<file path="src/pkg/cra_defines.svh">
// constants of the configuration access message interpreter
//
// Notes on behaviour
// - status access moves exactly one whole word
// - config write: 192, chan, regnum, word, 1
// - config read: 193, chan, regnum, 1
// - write reply: 3,1 on success; 4,1 failure
// - config read reply: 3, word, 1; else 4,1
// - peripheral write: 36, chan, reg, size, data, 1
// - peripheral read: 37, chan, reg, size, 1
// - peripheral read reply: 3, bytes, 1; else 4,1
`ifndef CRA_DEFINES_SVH
`define CRA_DEFINES_SVH

`define CRA_TOK_CFG_WR   8'hC0
`define CRA_TOK_CFG_RD   8'hC1
`define CRA_TOK_PER_WR   8'h24
`define CRA_TOK_PER_RD   8'h25
`define CRA_TOK_END      8'h01
`define CRA_TOK_ACK      8'h03
`define CRA_TOK_NAK      8'h04
`define CRA_PS_LOW_BYTE  8'h0C
`define CRA_CHAN_LAST    8'h02
`define CRA_REGN_LAST    8'h01
`define CRA_WORD_LAST    8'h03
`define CRA_PER_MAX_SIZE 8'h04
`define CRA_SPACE_CFG    2'h0
`define CRA_SPACE_PER    2'h1
`define CRA_SPACE_PS     2'h2
`define CRA_FIFO_DEPTH   4
`define CRA_FIFO_WIDTH   33

`endif

</file>
<file path="src/pkg/cra_pkg.sv">
// types of the configuration access message interpreter
package cra_pkg;

    typedef enum logic [3:0] {
        CRA_IDLE,
        CRA_CHAN,
        CRA_REGN,
        CRA_SIZE,
        CRA_DATA,
        CRA_TAIL,
        CRA_ACCESS,
        CRA_REPLY,
        CRA_SKIP
    } cra_state_t;

    typedef struct packed {
        cra_state_t  st;
        logic        wr;
        logic        periph;
        logic        ps;
        logic        fail;
        logic        has_chan;
        logic [23:0] chan;
        logic [15:0] regn;
        logic [7:0]  size;
        logic [31:0] wdata;
        logic [31:0] rdata;
        logic [7:0]  cnt;
        logic [1:0]  step;
        logic        ps_done;
        logic [31:0] ps_rdata;
    } cra_regs_t;

endpackage

</file>
<file path="src/design/cra_fifo.sv">
// small register fifo with valid and ready on both sides
`timescale 1ns/1ps
module cra_fifo #(
    parameter int W = 8,
    parameter int D = 4
) (
    input  wire logic         clk,
    input  wire logic         rst_n,
    input  wire logic         s_valid,
    output logic              s_ready,
    input  wire logic [W-1:0] s_data,
    output logic              m_valid,
    input  wire logic         m_ready,
    output logic [W-1:0]      m_data
);
    localparam int AW = (D > 1) ? $clog2(D) : 1;

    typedef struct packed {
        logic [D-1:0][W-1:0] mem;
        logic [AW-1:0]       wp;
        logic [AW-1:0]       rp;
        logic [AW:0]         cnt;
    } cra_fifo_regs_t;

    cra_fifo_regs_t r_r;
    cra_fifo_regs_t r_nxt;
    logic           push;
    logic           pop;

    // honest full and empty from the fill count
    assign s_ready = (r_r.cnt != (AW+1)'(D));
    assign m_valid = (r_r.cnt != '0);
    assign m_data  = r_r.mem[r_r.rp];
    assign push    = s_valid && s_ready;
    assign pop     = m_valid && m_ready;

    // pointer and count update, wrapping at depth
    always_comb
    begin
        r_nxt = r_r;
        if (push)
        begin
            r_nxt.mem[r_r.wp] = s_data;
            r_nxt.wp = (r_r.wp == AW'(D-1)) ? '0 : r_r.wp + AW'(1);
        end
        if (pop)
        begin
            r_nxt.rp = (r_r.rp == AW'(D-1)) ? '0 : r_r.rp + AW'(1);
        end
        if (push && !pop)
        begin
            r_nxt.cnt = r_r.cnt + (AW+1)'(1);
        end
        else if (pop && !push)
        begin
            r_nxt.cnt = r_r.cnt - (AW+1)'(1);
        end
    end

    // state register
    always_ff @(posedge clk)
    begin
        if (!rst_n)
        begin
            r_r <= '0;
        end
        else
        begin
            r_r <= r_nxt;
        end
    end
endmodule

</file>
<file path="src/design/cra_top.sv">
// configuration access message interpreter with reply fifo
`timescale 1ns/1ps
`include "cra_defines.svh"
module cra_top (
    input  wire logic        clk,
    input  wire logic        rst_n,
    input  wire logic        in_valid,
    output logic             in_ready,
    input  wire logic        in_ctrl,
    input  wire logic [7:0]  in_data,
    output logic             out_valid,
    input  wire logic        out_ready,
    output logic             out_ctrl,
    output logic [7:0]       out_data,
    output logic [23:0]      out_dest,
    output logic             reg_req,
    output logic             reg_wr,
    output logic [1:0]       reg_space,
    output logic [15:0]      reg_addr,
    output logic [7:0]       reg_size,
    output logic [31:0]      reg_wdata,
    input  wire logic        reg_ack,
    input  wire logic        reg_err,
    input  wire logic [31:0] reg_rdata,
    input  wire logic        ps_req,
    output logic             ps_ready,
    input  wire logic        ps_wr,
    input  wire logic [31:0] ps_resid,
    input  wire logic [31:0] ps_wdata,
    output logic             ps_done,
    output logic             ps_fail,
    output logic [31:0]      ps_rdata
);
    cra_pkg::cra_regs_t           r;
    cra_pkg::cra_regs_t           r_nxt;
    logic                         in_fire;
    logic                         push_v;
    logic                         push_ready;
    logic                         push_ctrl;
    logic [7:0]                   push_data;
    logic [`CRA_FIFO_WIDTH-1:0]   fifo_out;
    logic                         is_end;
    logic                         open_ok;

    // ************************************************************
    // handshakes and register port
    // ************************************************************
    assign in_ready  = (r.st != cra_pkg::CRA_ACCESS)
                     && (r.st != cra_pkg::CRA_REPLY);
    assign in_fire   = in_valid && in_ready;
    assign ps_ready  = (r.st == cra_pkg::CRA_IDLE) && !in_valid;
    assign is_end    = in_ctrl && (in_data == `CRA_TOK_END);
    assign open_ok   = in_ctrl && ((in_data == `CRA_TOK_CFG_WR)
                     || (in_data == `CRA_TOK_CFG_RD)
                     || (in_data == `CRA_TOK_PER_WR)
                     || (in_data == `CRA_TOK_PER_RD));
    assign reg_req   = (r.st == cra_pkg::CRA_ACCESS) && !r.fail;
    assign reg_wr    = r.wr;
    assign reg_space = r.ps ? `CRA_SPACE_PS
                     : (r.periph ? `CRA_SPACE_PER : `CRA_SPACE_CFG);
    assign reg_addr  = r.regn;
    assign reg_size  = r.size;
    assign reg_wdata = r.wdata;
    assign ps_done   = r.ps_done;
    assign ps_fail   = r.fail;
    assign ps_rdata  = r.ps_rdata;

    // reply token chosen by reply step
    always_comb
    begin
        push_v    = (r.st == cra_pkg::CRA_REPLY);
        push_ctrl = 1'b1;
        push_data = `CRA_TOK_END;
        if (r.step == 2'h0)
        begin
            push_data = r.fail ? `CRA_TOK_NAK : `CRA_TOK_ACK;
        end
        else if (r.step == 2'h1)
        begin
            push_ctrl = 1'b0;
            push_data = r.rdata[{r.cnt[1:0], 3'b000} +: 8];
        end
    end

    // ************************************************************
    // message parser and reply sequencer
    // ************************************************************
    always_comb
    begin
        r_nxt = r;
        r_nxt.ps_done = 1'b0;
        if (ps_req && ps_ready)
        begin
            // status access: one word, number taken above low byte
            r_nxt.st    = cra_pkg::CRA_ACCESS;
            r_nxt.ps    = 1'b1;
            r_nxt.wr    = ps_wr;
            r_nxt.regn  = ps_resid[23:8];
            r_nxt.wdata = ps_wdata;
            r_nxt.fail  = (ps_resid[7:0] != `CRA_PS_LOW_BYTE);
        end
        else if (in_fire && (r.st != cra_pkg::CRA_IDLE)
                 && (r.st != cra_pkg::CRA_SKIP)
                 && (r.st != cra_pkg::CRA_TAIL) && in_ctrl)
        begin
            // control token inside a field: framing failure
            r_nxt.fail = 1'b1;
            r_nxt.step = 2'h0;
            r_nxt.st   = !is_end ? cra_pkg::CRA_SKIP
                       : (r.has_chan ? cra_pkg::CRA_REPLY
                                     : cra_pkg::CRA_IDLE);
        end
        else if (in_fire)
        begin
            unique case (r.st)
                cra_pkg::CRA_IDLE:
                begin
                    r_nxt.ps       = 1'b0;
                    r_nxt.fail     = 1'b0;
                    r_nxt.has_chan = 1'b0;
                    r_nxt.cnt      = 8'h00;
                    r_nxt.regn     = 16'h0000;
                    r_nxt.size     = 8'h00;
                    r_nxt.wdata    = 32'h0000_0000;
                    r_nxt.wr       = (in_data == `CRA_TOK_CFG_WR)
                                   || (in_data == `CRA_TOK_PER_WR);
                    r_nxt.periph   = (in_data == `CRA_TOK_PER_WR)
                                   || (in_data == `CRA_TOK_PER_RD);
                    r_nxt.st       = open_ok ? cra_pkg::CRA_CHAN
                                   : (is_end ? cra_pkg::CRA_IDLE
                                             : cra_pkg::CRA_SKIP);
                end
                cra_pkg::CRA_CHAN:
                begin
                    // reply channel, three bytes, high first
                    r_nxt.chan = {r.chan[15:0], in_data};
                    r_nxt.cnt  = r.cnt + 8'h01;
                    if (r.cnt == `CRA_CHAN_LAST)
                    begin
                        r_nxt.has_chan = 1'b1;
                        r_nxt.cnt      = 8'h00;
                        r_nxt.st       = cra_pkg::CRA_REGN;
                    end
                end
                cra_pkg::CRA_REGN:
                begin
                    r_nxt.regn = {r.regn[7:0], in_data};
                    r_nxt.cnt  = r.cnt + 8'h01;
                    if (r.periph)
                    begin
                        r_nxt.cnt = 8'h00;
                        r_nxt.st  = cra_pkg::CRA_SIZE;
                    end
                    else if (r.cnt == `CRA_REGN_LAST)
                    begin
                        r_nxt.cnt = 8'h00;
                        r_nxt.st  = r.wr ? cra_pkg::CRA_DATA
                                         : cra_pkg::CRA_TAIL;
                    end
                end
                cra_pkg::CRA_SIZE:
                begin
                    r_nxt.size = in_data;
                    if ((in_data == 8'h00)
                        || (in_data > `CRA_PER_MAX_SIZE))
                    begin
                        r_nxt.fail = 1'b1;
                        r_nxt.st   = cra_pkg::CRA_SKIP;
                    end
                    else
                    begin
                        r_nxt.st = r.wr ? cra_pkg::CRA_DATA
                                        : cra_pkg::CRA_TAIL;
                    end
                end
                cra_pkg::CRA_DATA:
                begin
                    r_nxt.wdata = {r.wdata[23:0], in_data};
                    r_nxt.cnt   = r.cnt + 8'h01;
                    if (r.cnt == (r.periph ? r.size - 8'h01
                                           : `CRA_WORD_LAST))
                    begin
                        r_nxt.st = cra_pkg::CRA_TAIL;
                    end
                end
                cra_pkg::CRA_TAIL:
                begin
                    // only the closing token may follow the fields
                    if (is_end)
                    begin
                        r_nxt.st = cra_pkg::CRA_ACCESS;
                    end
                    else
                    begin
                        r_nxt.fail = 1'b1;
                        r_nxt.st   = cra_pkg::CRA_SKIP;
                    end
                end
                cra_pkg::CRA_SKIP:
                begin
                    r_nxt.step = 2'h0;
                    if (is_end)
                    begin
                        r_nxt.fail = 1'b1;
                        r_nxt.st   = r.has_chan ? cra_pkg::CRA_REPLY
                                                : cra_pkg::CRA_IDLE;
                    end
                end
                cra_pkg::CRA_ACCESS, cra_pkg::CRA_REPLY:
                begin
                    r_nxt.st = r.st;
                end
            endcase
        end
        else if ((r.st == cra_pkg::CRA_ACCESS) && (reg_ack || r.fail))
        begin
            // register answer: reply contents only on success; ps_rdata takes reg_rdata on failure too
            r_nxt.fail  = r.fail || reg_err;
            r_nxt.rdata = reg_rdata;
            r_nxt.cnt   = r.periph ? r.size - 8'h01 : `CRA_WORD_LAST;
            r_nxt.step  = 2'h0;
            r_nxt.st    = r.ps ? cra_pkg::CRA_IDLE : cra_pkg::CRA_REPLY;
            if (r.ps)
            begin
                r_nxt.ps_done  = 1'b1;
                r_nxt.ps_rdata = reg_rdata;
            end
        end
        else if (push_v && push_ready)
        begin
            if (r.step == 2'h0)
            begin
                r_nxt.step = (!r.fail && !r.wr) ? 2'h1 : 2'h2;
            end
            else if (r.step == 2'h1)
            begin
                r_nxt.cnt = r.cnt - 8'h01;
                if (r.cnt == 8'h00)
                begin
                    r_nxt.step = 2'h2;
                end
            end
            else
            begin
                r_nxt.st = cra_pkg::CRA_IDLE;
            end
        end
    end

    // state register
    always_ff @(posedge clk)
    begin
        if (!rst_n)
        begin
            r <= '0;
        end
        else
        begin
            r <= r_nxt;
        end
    end

    // ************************************************************
    // reply fifo: token, control flag and destination channel
    // ************************************************************
    cra_fifo #(
        .W (`CRA_FIFO_WIDTH),
        .D (`CRA_FIFO_DEPTH)
    ) u_reply_fifo (
        .clk     (clk),
        .rst_n   (rst_n),
        .s_valid (push_v),
        .s_ready (push_ready),
        .s_data  ({r.chan, push_ctrl, push_data}),
        .m_valid (out_valid),
        .m_ready (out_ready),
        .m_data  (fifo_out)
    );
    assign out_dest = fifo_out[32:9];
    assign out_ctrl = fifo_out[8];
    assign out_data = fifo_out[7:0];
endmodule

</file>
<file path="config.mk">
export PLATFORM = sky130hd
export DESIGN_NAME = cra_top
export DESIGN_NICKNAME = d
export VERILOG_FILES = /design/src/pkg/cra_pkg.sv /design/src/design/cra_fifo.sv /design/src/design/cra_top.sv
export VERILOG_INCLUDE_DIRS = /design/src /design/src/pkg
export SDC_FILE = /design/constraint.sdc
export NUM_CORES = 1
export LEC_CHECK = 0
export ABC_AREA = 1
export BUFFER_PORTS_ARGS = -buffer_cell sky130_fd_sc_hd__buf_2
export CORE_AREA = 2 2 179 181
export CTS_BUF_LIST = sky130_fd_sc_hd__clkbuf_4
export DETAILED_ROUTE_END_ITERATION = 6
export DIE_AREA = 0 0 181 183
export PLACE_DENSITY = 0.66
export SLEW_MARGIN = 5
export SYNTH_ARGS = -nofsm -noshare
export SYNTH_HDL_FRONTEND = slang
export SYNTH_SLANG_ARGS = --single-unit
</file>
<file path="constraint.sdc">
create_clock -name clk -period 4.4 [get_ports clk]
set_input_delay 0 -clock clk [delete_from_list [all_inputs] [get_ports clk]]
set_output_delay 0 -clock clk [all_outputs]
set_load 0.05 [all_outputs]
</file>
After elaboration in Yosys (flattened, before gate mapping)
Cells that the tools add are included.
{ "word_totals": {"reg_bits": 303, "out_inout_bits": 130} }
{ "op_classes": {"n_addsub": 7, "n_lt_le_gt_ge": 4, "eq_ne": 47, "shifts": 1, "mux": 75, "bitwise_logic": 5, "n_reduce_logical": 68} }
{ "op_table": {"columns": ["op", "n"], "rows": [
  ["$bwmux W132", 1],
  ["$mux W33", 3],
  ["$mux W32", 3],
  ["$mux W96", 1],
  ["$mux W4", 17],
  ["$bmux W33 S2", 1],
  ["$demux W33 S2", 1],
  ["$pmux W32 S2", 1],
  ["$mux W56", 1],
  ["$mux W8", 7],
  ["$mux W10", 4],
  ["$pmux W16 S2", 1],
  ["$pmux W8 S4", 1],
  ["$shiftx A32 B6 Y8", 1],
  ["$ne A5 B5 Y1 const B", 6],
  ["$pmux W4 S7", 1],
  ["$mux W3", 8],
  ["$ne A4 B4 Y1 const B", 5],
  ["$reduce_and A5 Y1", 4],
  ["$logic_and A1 B1 Y1", 18],
  ["$mux W2", 9],
  ["$eq A4 B3 Y1 const B", 4],
  ["$eq A8 B1 Y1 const B", 2],
  ["$eq A8 B6 Y1 const B", 2],
  ["48 further kinds", 105]
]} }

Depth between registers and ports, before layout
{ "depth": {"word_depth": 10, "mapped_depth": 16, "depth_no_buf": 16} }

Hierarchy
From an unflattened synthesis, not the netlist that was laid out.
{ "unflattened": {"cells_unflattened": 2497, "area_unflattened_um2": 16185.5} }
{ "modules_own_cells": {"columns": ["module", "instances", "cells_per_inst", "area_per_inst_um2", "seq_area_each_um2"], "rows": [
  ["cra_top", 1, 1222, 8446.9, 3283.1],
  ["cra_fifo", 1, 1275, 7738.7, 2782.7]
]} }

Worst setup path before layout
No wires, ideal clock.
{ "synth_path": {"kind": "register to register", "start": "register u_reply_fifo.r_r[0] (netlist bit)", "end": "register u_reply_fifo.r_r[2] (netlist bit)", "setup_time_ns": 0.122, "arrival_time_ns": 2.164, "path_slack_ns": 2.114, "stages_incl_launch_ff": 11, "path_buffers": 0, "cell_sequence": "dfxtp_1 inv_1 nand3_1 nand2_1 ha_1 inv_1 fa_1 a21oi_1 o21ai_0 o21ai_0 a21oi_1"} }
{ "synth_via": {"elab_chain_len": 5, "elab_cells_between_ends": 13} }
{ "synth_rtl": {"columns": ["element", "line", "source"], "rows": [
  ["start, declared", "cra_fifo.sv:25", "cra_fifo_regs_t r_r;"],
  ["start signal, assigned", "cra_fifo.sv:69", "r_r <= r_nxt;"],
  ["$reduce_bool A3 Y1 *", "cra_fifo.sv:32", "assign m_valid = (r_r.cnt != '0);"],
  ["via out_valid", "cra_top.sv:11", "output logic out_valid,"],
  ["$logic_and A1 B1 Y1 *", "cra_fifo.sv:35", "assign pop = m_valid && m_ready;"],
  ["$logic_not A1 Y1", "cra_fifo.sv:50", "if (push && !pop)"],
  ["$logic_and A1 B1 Y1", "cra_fifo.sv:50", null],
  ["$mux W3 / $reduce_bool A2 Y1 (equally long branches)", null, null]
]} }
Mark *: on every way through the listed nets, which the timed path passes. The rest lies on a longest branch. The select of a mux whose other input is x is not followed.
A chain may end at the register's enable or synchronous reset.

Worst setup path after layout
{ "layout_path": {"start": "register r[161] (netlist bit)", "end": "register r, in the netlist ps_rdata[4]"} }
{ "layout_via": {"elab_chain_len": 9, "elab_cells_between_ends": 20} }
{ "layout_rtl": {"columns": ["element", "line", "source"], "rows": [
  ["start, declared", "cra_top.sv:34", "cra_pkg::cra_regs_t r;"],
  ["start signal, assigned", "cra_top.sv:259", "r <= r_nxt;"],
  ["$ne A4 B3 Y1 (on tied branches)", "cra_top.sv:48, cra_top.sv:49", null],
  ["$logic_and A1 B1 Y1", "cra_top.sv:49", "&& (r.st != cra_pkg::CRA_REPLY);"],
  ["$logic_and A1 B1 Y1", "cra_top.sv:50", "assign in_fire = in_valid && in_ready;"],
  ["$logic_and A1 B1 Y1", "cra_top.sv:102", "else if (in_fire && (r.st != cra_pkg::CRA_IDLE)"],
  ["$logic_and A1 B1 Y1", "cra_top.sv:103", "&& (r.st != cra_pkg::CRA_SKIP)"],
  ["$logic_and A1 B1 Y1 (2 in a row)", "cra_top.sv:104", "&& (r.st != cra_pkg::CRA_TAIL) && in_ctrl)"],
  ["$not A1 Y1 (no source line)", null, null],
  ["$reduce_and A5 Y1 (no source line) *", null, null]
]} }
Every way passes the cells marked *; elsewhere a longest branch is shown, timed or not.

==> flow_metrics.py <==
metrics = {
    "outcome": {
        "status": "complete, no violations",
    },
    "synthesis": {
        "syn_area_per_cell_um2": 7.376,
        "synth_nets": 2004,
        "synth_cell_types": 46,
        "yosysWarningCount": 0,
        "synthesis.instances": 1878,
        "ys_ff_latch": 303,
        "synth_area_um2": 13850,
        "ys_seq_area_frac": 0.4379,
    },
    "place": {
        "dp.final_hpwl_mm": 25.33,
        "io_buffers": 234,
        "place_congestion": 0.9145,
        "placed_cells": 2317,
    },
    "final_layout": {
        "final_nets": 2252,
        "layout-drive-gt1-share": 0.1972,
        "final_cells": 2583,
        "area_growth_syn_to_layout_pct": 21.00,
    },
    "timing": {
        "finalSetupViolations": 0,
        "maxSlewViolCount": 0,
        "period_needed_ns": 3.128,
        "tns_ns": 0,
        "hold_viol_final": 0,
        "rsz0062_at_grt": "false",
        "finalCritPeriodShare": 0.7110,
        "skew_ns": 0.05756,
        "tightest_slew_ns": 0.8878,
        "fmax_mhz": 319.7,
        "slew_headroom": 0.4081,
    },
    "clock_tree": {
        "cts_max_level": 3,
        "path_clk_slew_ns": 0.06,
        "clk_path_buf_depth": 3,
        "root_buffer": "clkbuf_4",
        "insertion_delay_ns": 0.71,
        "cts_sinks": 303,
        "cts_resized": 0,
        "cts_buffers": 82,
        "tritoncts": "done",
    },
    "die": {
        "dieArea_um2": 33120,
        "fp.dieH_um": 183,
        "die_w_um": 181,
        "core_area_um2": 31230,
        "row_count": 65,
        "io_pins": 243,
        "initial_utilization": 0.4435,
    },
    "route": {
        "vias": 13951,
        "drt-pass1-iter-count": 6,
        "drt-initial-drc-count": 1174,
        "drc_errors": 0,
        "ant_nets": 0,
        "post_drt_wl_per_cell_um": 16.33,
        "avgViaCountPerCell": 5.401,
        "wirelength_mm": 42.19,
    },
    "global_routing": {
        "grt_max_degree": 161,
        "antenna_found_initial": 1,
        "grt_usage": 0.2481,
        "grt_overflow": 0,
        "grt_pass1_vias": 13482,
        "grt_pass1_wl_mm": 67.52,
    },
    "worst_setup_path": {
        "timing.rr.start": "r[161]$_SDFFE_PN0P_",
        "worstPathArrival_ns": 3.77,
        "worst_r2r_path_depth": 9,
        "reg2reg_to": "ps_rdata[4]$_SDFFE_PN0P_",
        "cp_max_fo": 34,
        "crit_required_ns": 5.04,
        "end_kind": "flip-flop",
        "startpoint_type": "flip-flop",
        "r2r_setup_slack_ns": 1.27,
        "critPathKind": "flip-flop to flip-flop",
    },
    "power_and_ir_drop": {
        "leakage_nw": 7.121,
        "ir_drop_v": 0.0003462,
        "power_density_nw_per_um2": 586.9,
    },
    "worst_hold_path": {
        "hold_path_class": "input pin to flip-flop",
        "whs_path_depth": 4,
        "hp-start": "reg_rdata[12]",
        "min_to": "ps_rdata[12]$_SDFFE_PN0P_",
    },
    "job": {
        "maxCapViolCount": 0,
    },
}
power breakdown:
part | switching, mW | internal [mW] | total [mW]
clock | 1.18 | 1.32 | 2.49
sequential | 0.279 | 2.98 | 3.26
combinational | 2.96 | 1.12 | 4.08
total | 4.42 | 5.42 | 9.84
flip-flops by register name, indices dropped and copies added, names as in the netlist:
signal,count
ps_done,1
ps_fail,1
ps_rdata,32
r,73
reg_addr,16
reg_size,8
reg_wdata,32
reg_wr,1
u_reply_fifo.r_r,139
area by class of cell:
type                       count  area (um2)
clock buffer                 121       908.4
timing repair buffer         376        2570
sequential                   303        6067
antenna                        1       2.502
multi-input combinational   1246        6152
tap                          402       503.0
fill                        3018       14470
clock inverter                17       116.4
inverter                     117       441.7
critical path: stages (launching register included):
cell	delay [ns]
dfxtp_1	0.51
inv_2	0.12
nor2_4	0.15
o211ai_4	0.12
inv_2	0.31
nand2_2	0.46
nor2_2	0.66
nand2_1	0.10
nand2_1	0.08
dlygate4sd3_1	0.56
metal layers:
layer  up-vias  GRT usage  share of wire
met5         -          0              0
met4         0    0.09886          0.027
met3        81    0.04805          0.079
met2       595     0.4203           0.47
met1      6464     0.3122           0.43
li1       6811          -              -
through the flow:
| stage | hold WS [ns] | power [mW] | worst slack [ns] | util | instance area [um2] |
|---|---|---|---|---|---|
| finish | 0.04657 | 9.837 | 1.272 | 0.5367 | 16760 |
| global route | 0.02795 | 10.45 | 1.019 | 0.5367 | 16760 |
| CTS | 0.003522 | 9.842 | 1.309 | 0.5366 | 16760 |
| detailed placement | 0.2136 | 7.195 | 1.827 | 0.4631 | 14460 |
| global placement | 0.2119 | 7.165 | 1.876 | 0.4631 | 14460 |
| floorplan | 0.1031 | 6.351 | 2.114 | - | 13850 |
synth_stat cells (all sizes together):
cell type	number	share of area
o21bai	2	0.0011
nor2	173	0.052
xor2	5	0.0032
nand3	93	0.035
a211oi	1	0.00054
nand2	299	0.085
o2111ai	1	0.00063
dfxtp	303	0.44
or2	1	0.00045
clkinv	2	0.00054
nor3	8	0.0033
a21oi	226	0.082
nor4	6	0.0027
buf	129	0.064
o22ai	35	0.016
ha	12	0.011
a22oi	17	0.0096
o211ai	7	0.0042
o21ai	301	0.11
and3	1	0.00045
a31oi	37	0.017
fa	1	0.0014
inv	115	0.031
xnor2	1	0.00063
nand4	17	0.0081
nand3b	2	0.0011
clkbuf	83	0.023
what timing repair did:
item / CTS / global route
hold buffers: 127 / 0
hold endpoints to repair: 182 / 0
setup buffers: 0 / 0
worst max-delay path by stage:
stage	cells after the start	to	start
after floorplan	10	u_reply_fifo.r_r[2]$_SDFFE_PN0P_	u_reply_fifo.r_r[0]$_SDFFE_PN0P_
after global placement	8	ps_rdata[12]$_SDFFE_PN0P_	r[161]$_SDFFE_PN0P_
after detailed placement	8	ps_rdata[16]$_SDFFE_PN0P_	r[161]$_SDFFE_PN0P_
after CTS	9	ps_rdata[4]$_SDFFE_PN0P_	r[161]$_SDFFE_PN0P_
after global routing	9	ps_rdata[6]$_SDFFE_PN0P_	r[161]$_SDFFE_PN0P_
final	9	ps_rdata[4]$_SDFFE_PN0P_	r[161]$_SDFFE_PN0P_
logic make-up after synthesis:
logic type | count (synthesis) | synth area share
AO/OA/AOI/OAI | 627 | 0.2392
XOR/XNOR | 6 | 0.003794
adder cells (fa/ha/maj) | 13 | 0.01228
buffers and inverters | 329 | 0.1190
flip-flops | 303 | 0.4379
AND/OR/NAND/NOR | 600 | 0.1879
cell usage in the layout (no fill, tap or decap), types with 37 or more instances in the layout:
cell type	netlist	routed
nor2_1	160	160
a31oi_1	37	37
a21oi_1	225	225
dlygate4sd3_1	0	127
nand2_1	288	288
dfxtp_1	303	302
buf_2	30	233
nand3_1	90	89
inv_1	99	99
o21ai_0	293	293
clkbuf_4	0	121
Note: power is estimated with default switching activity, not from simulation.
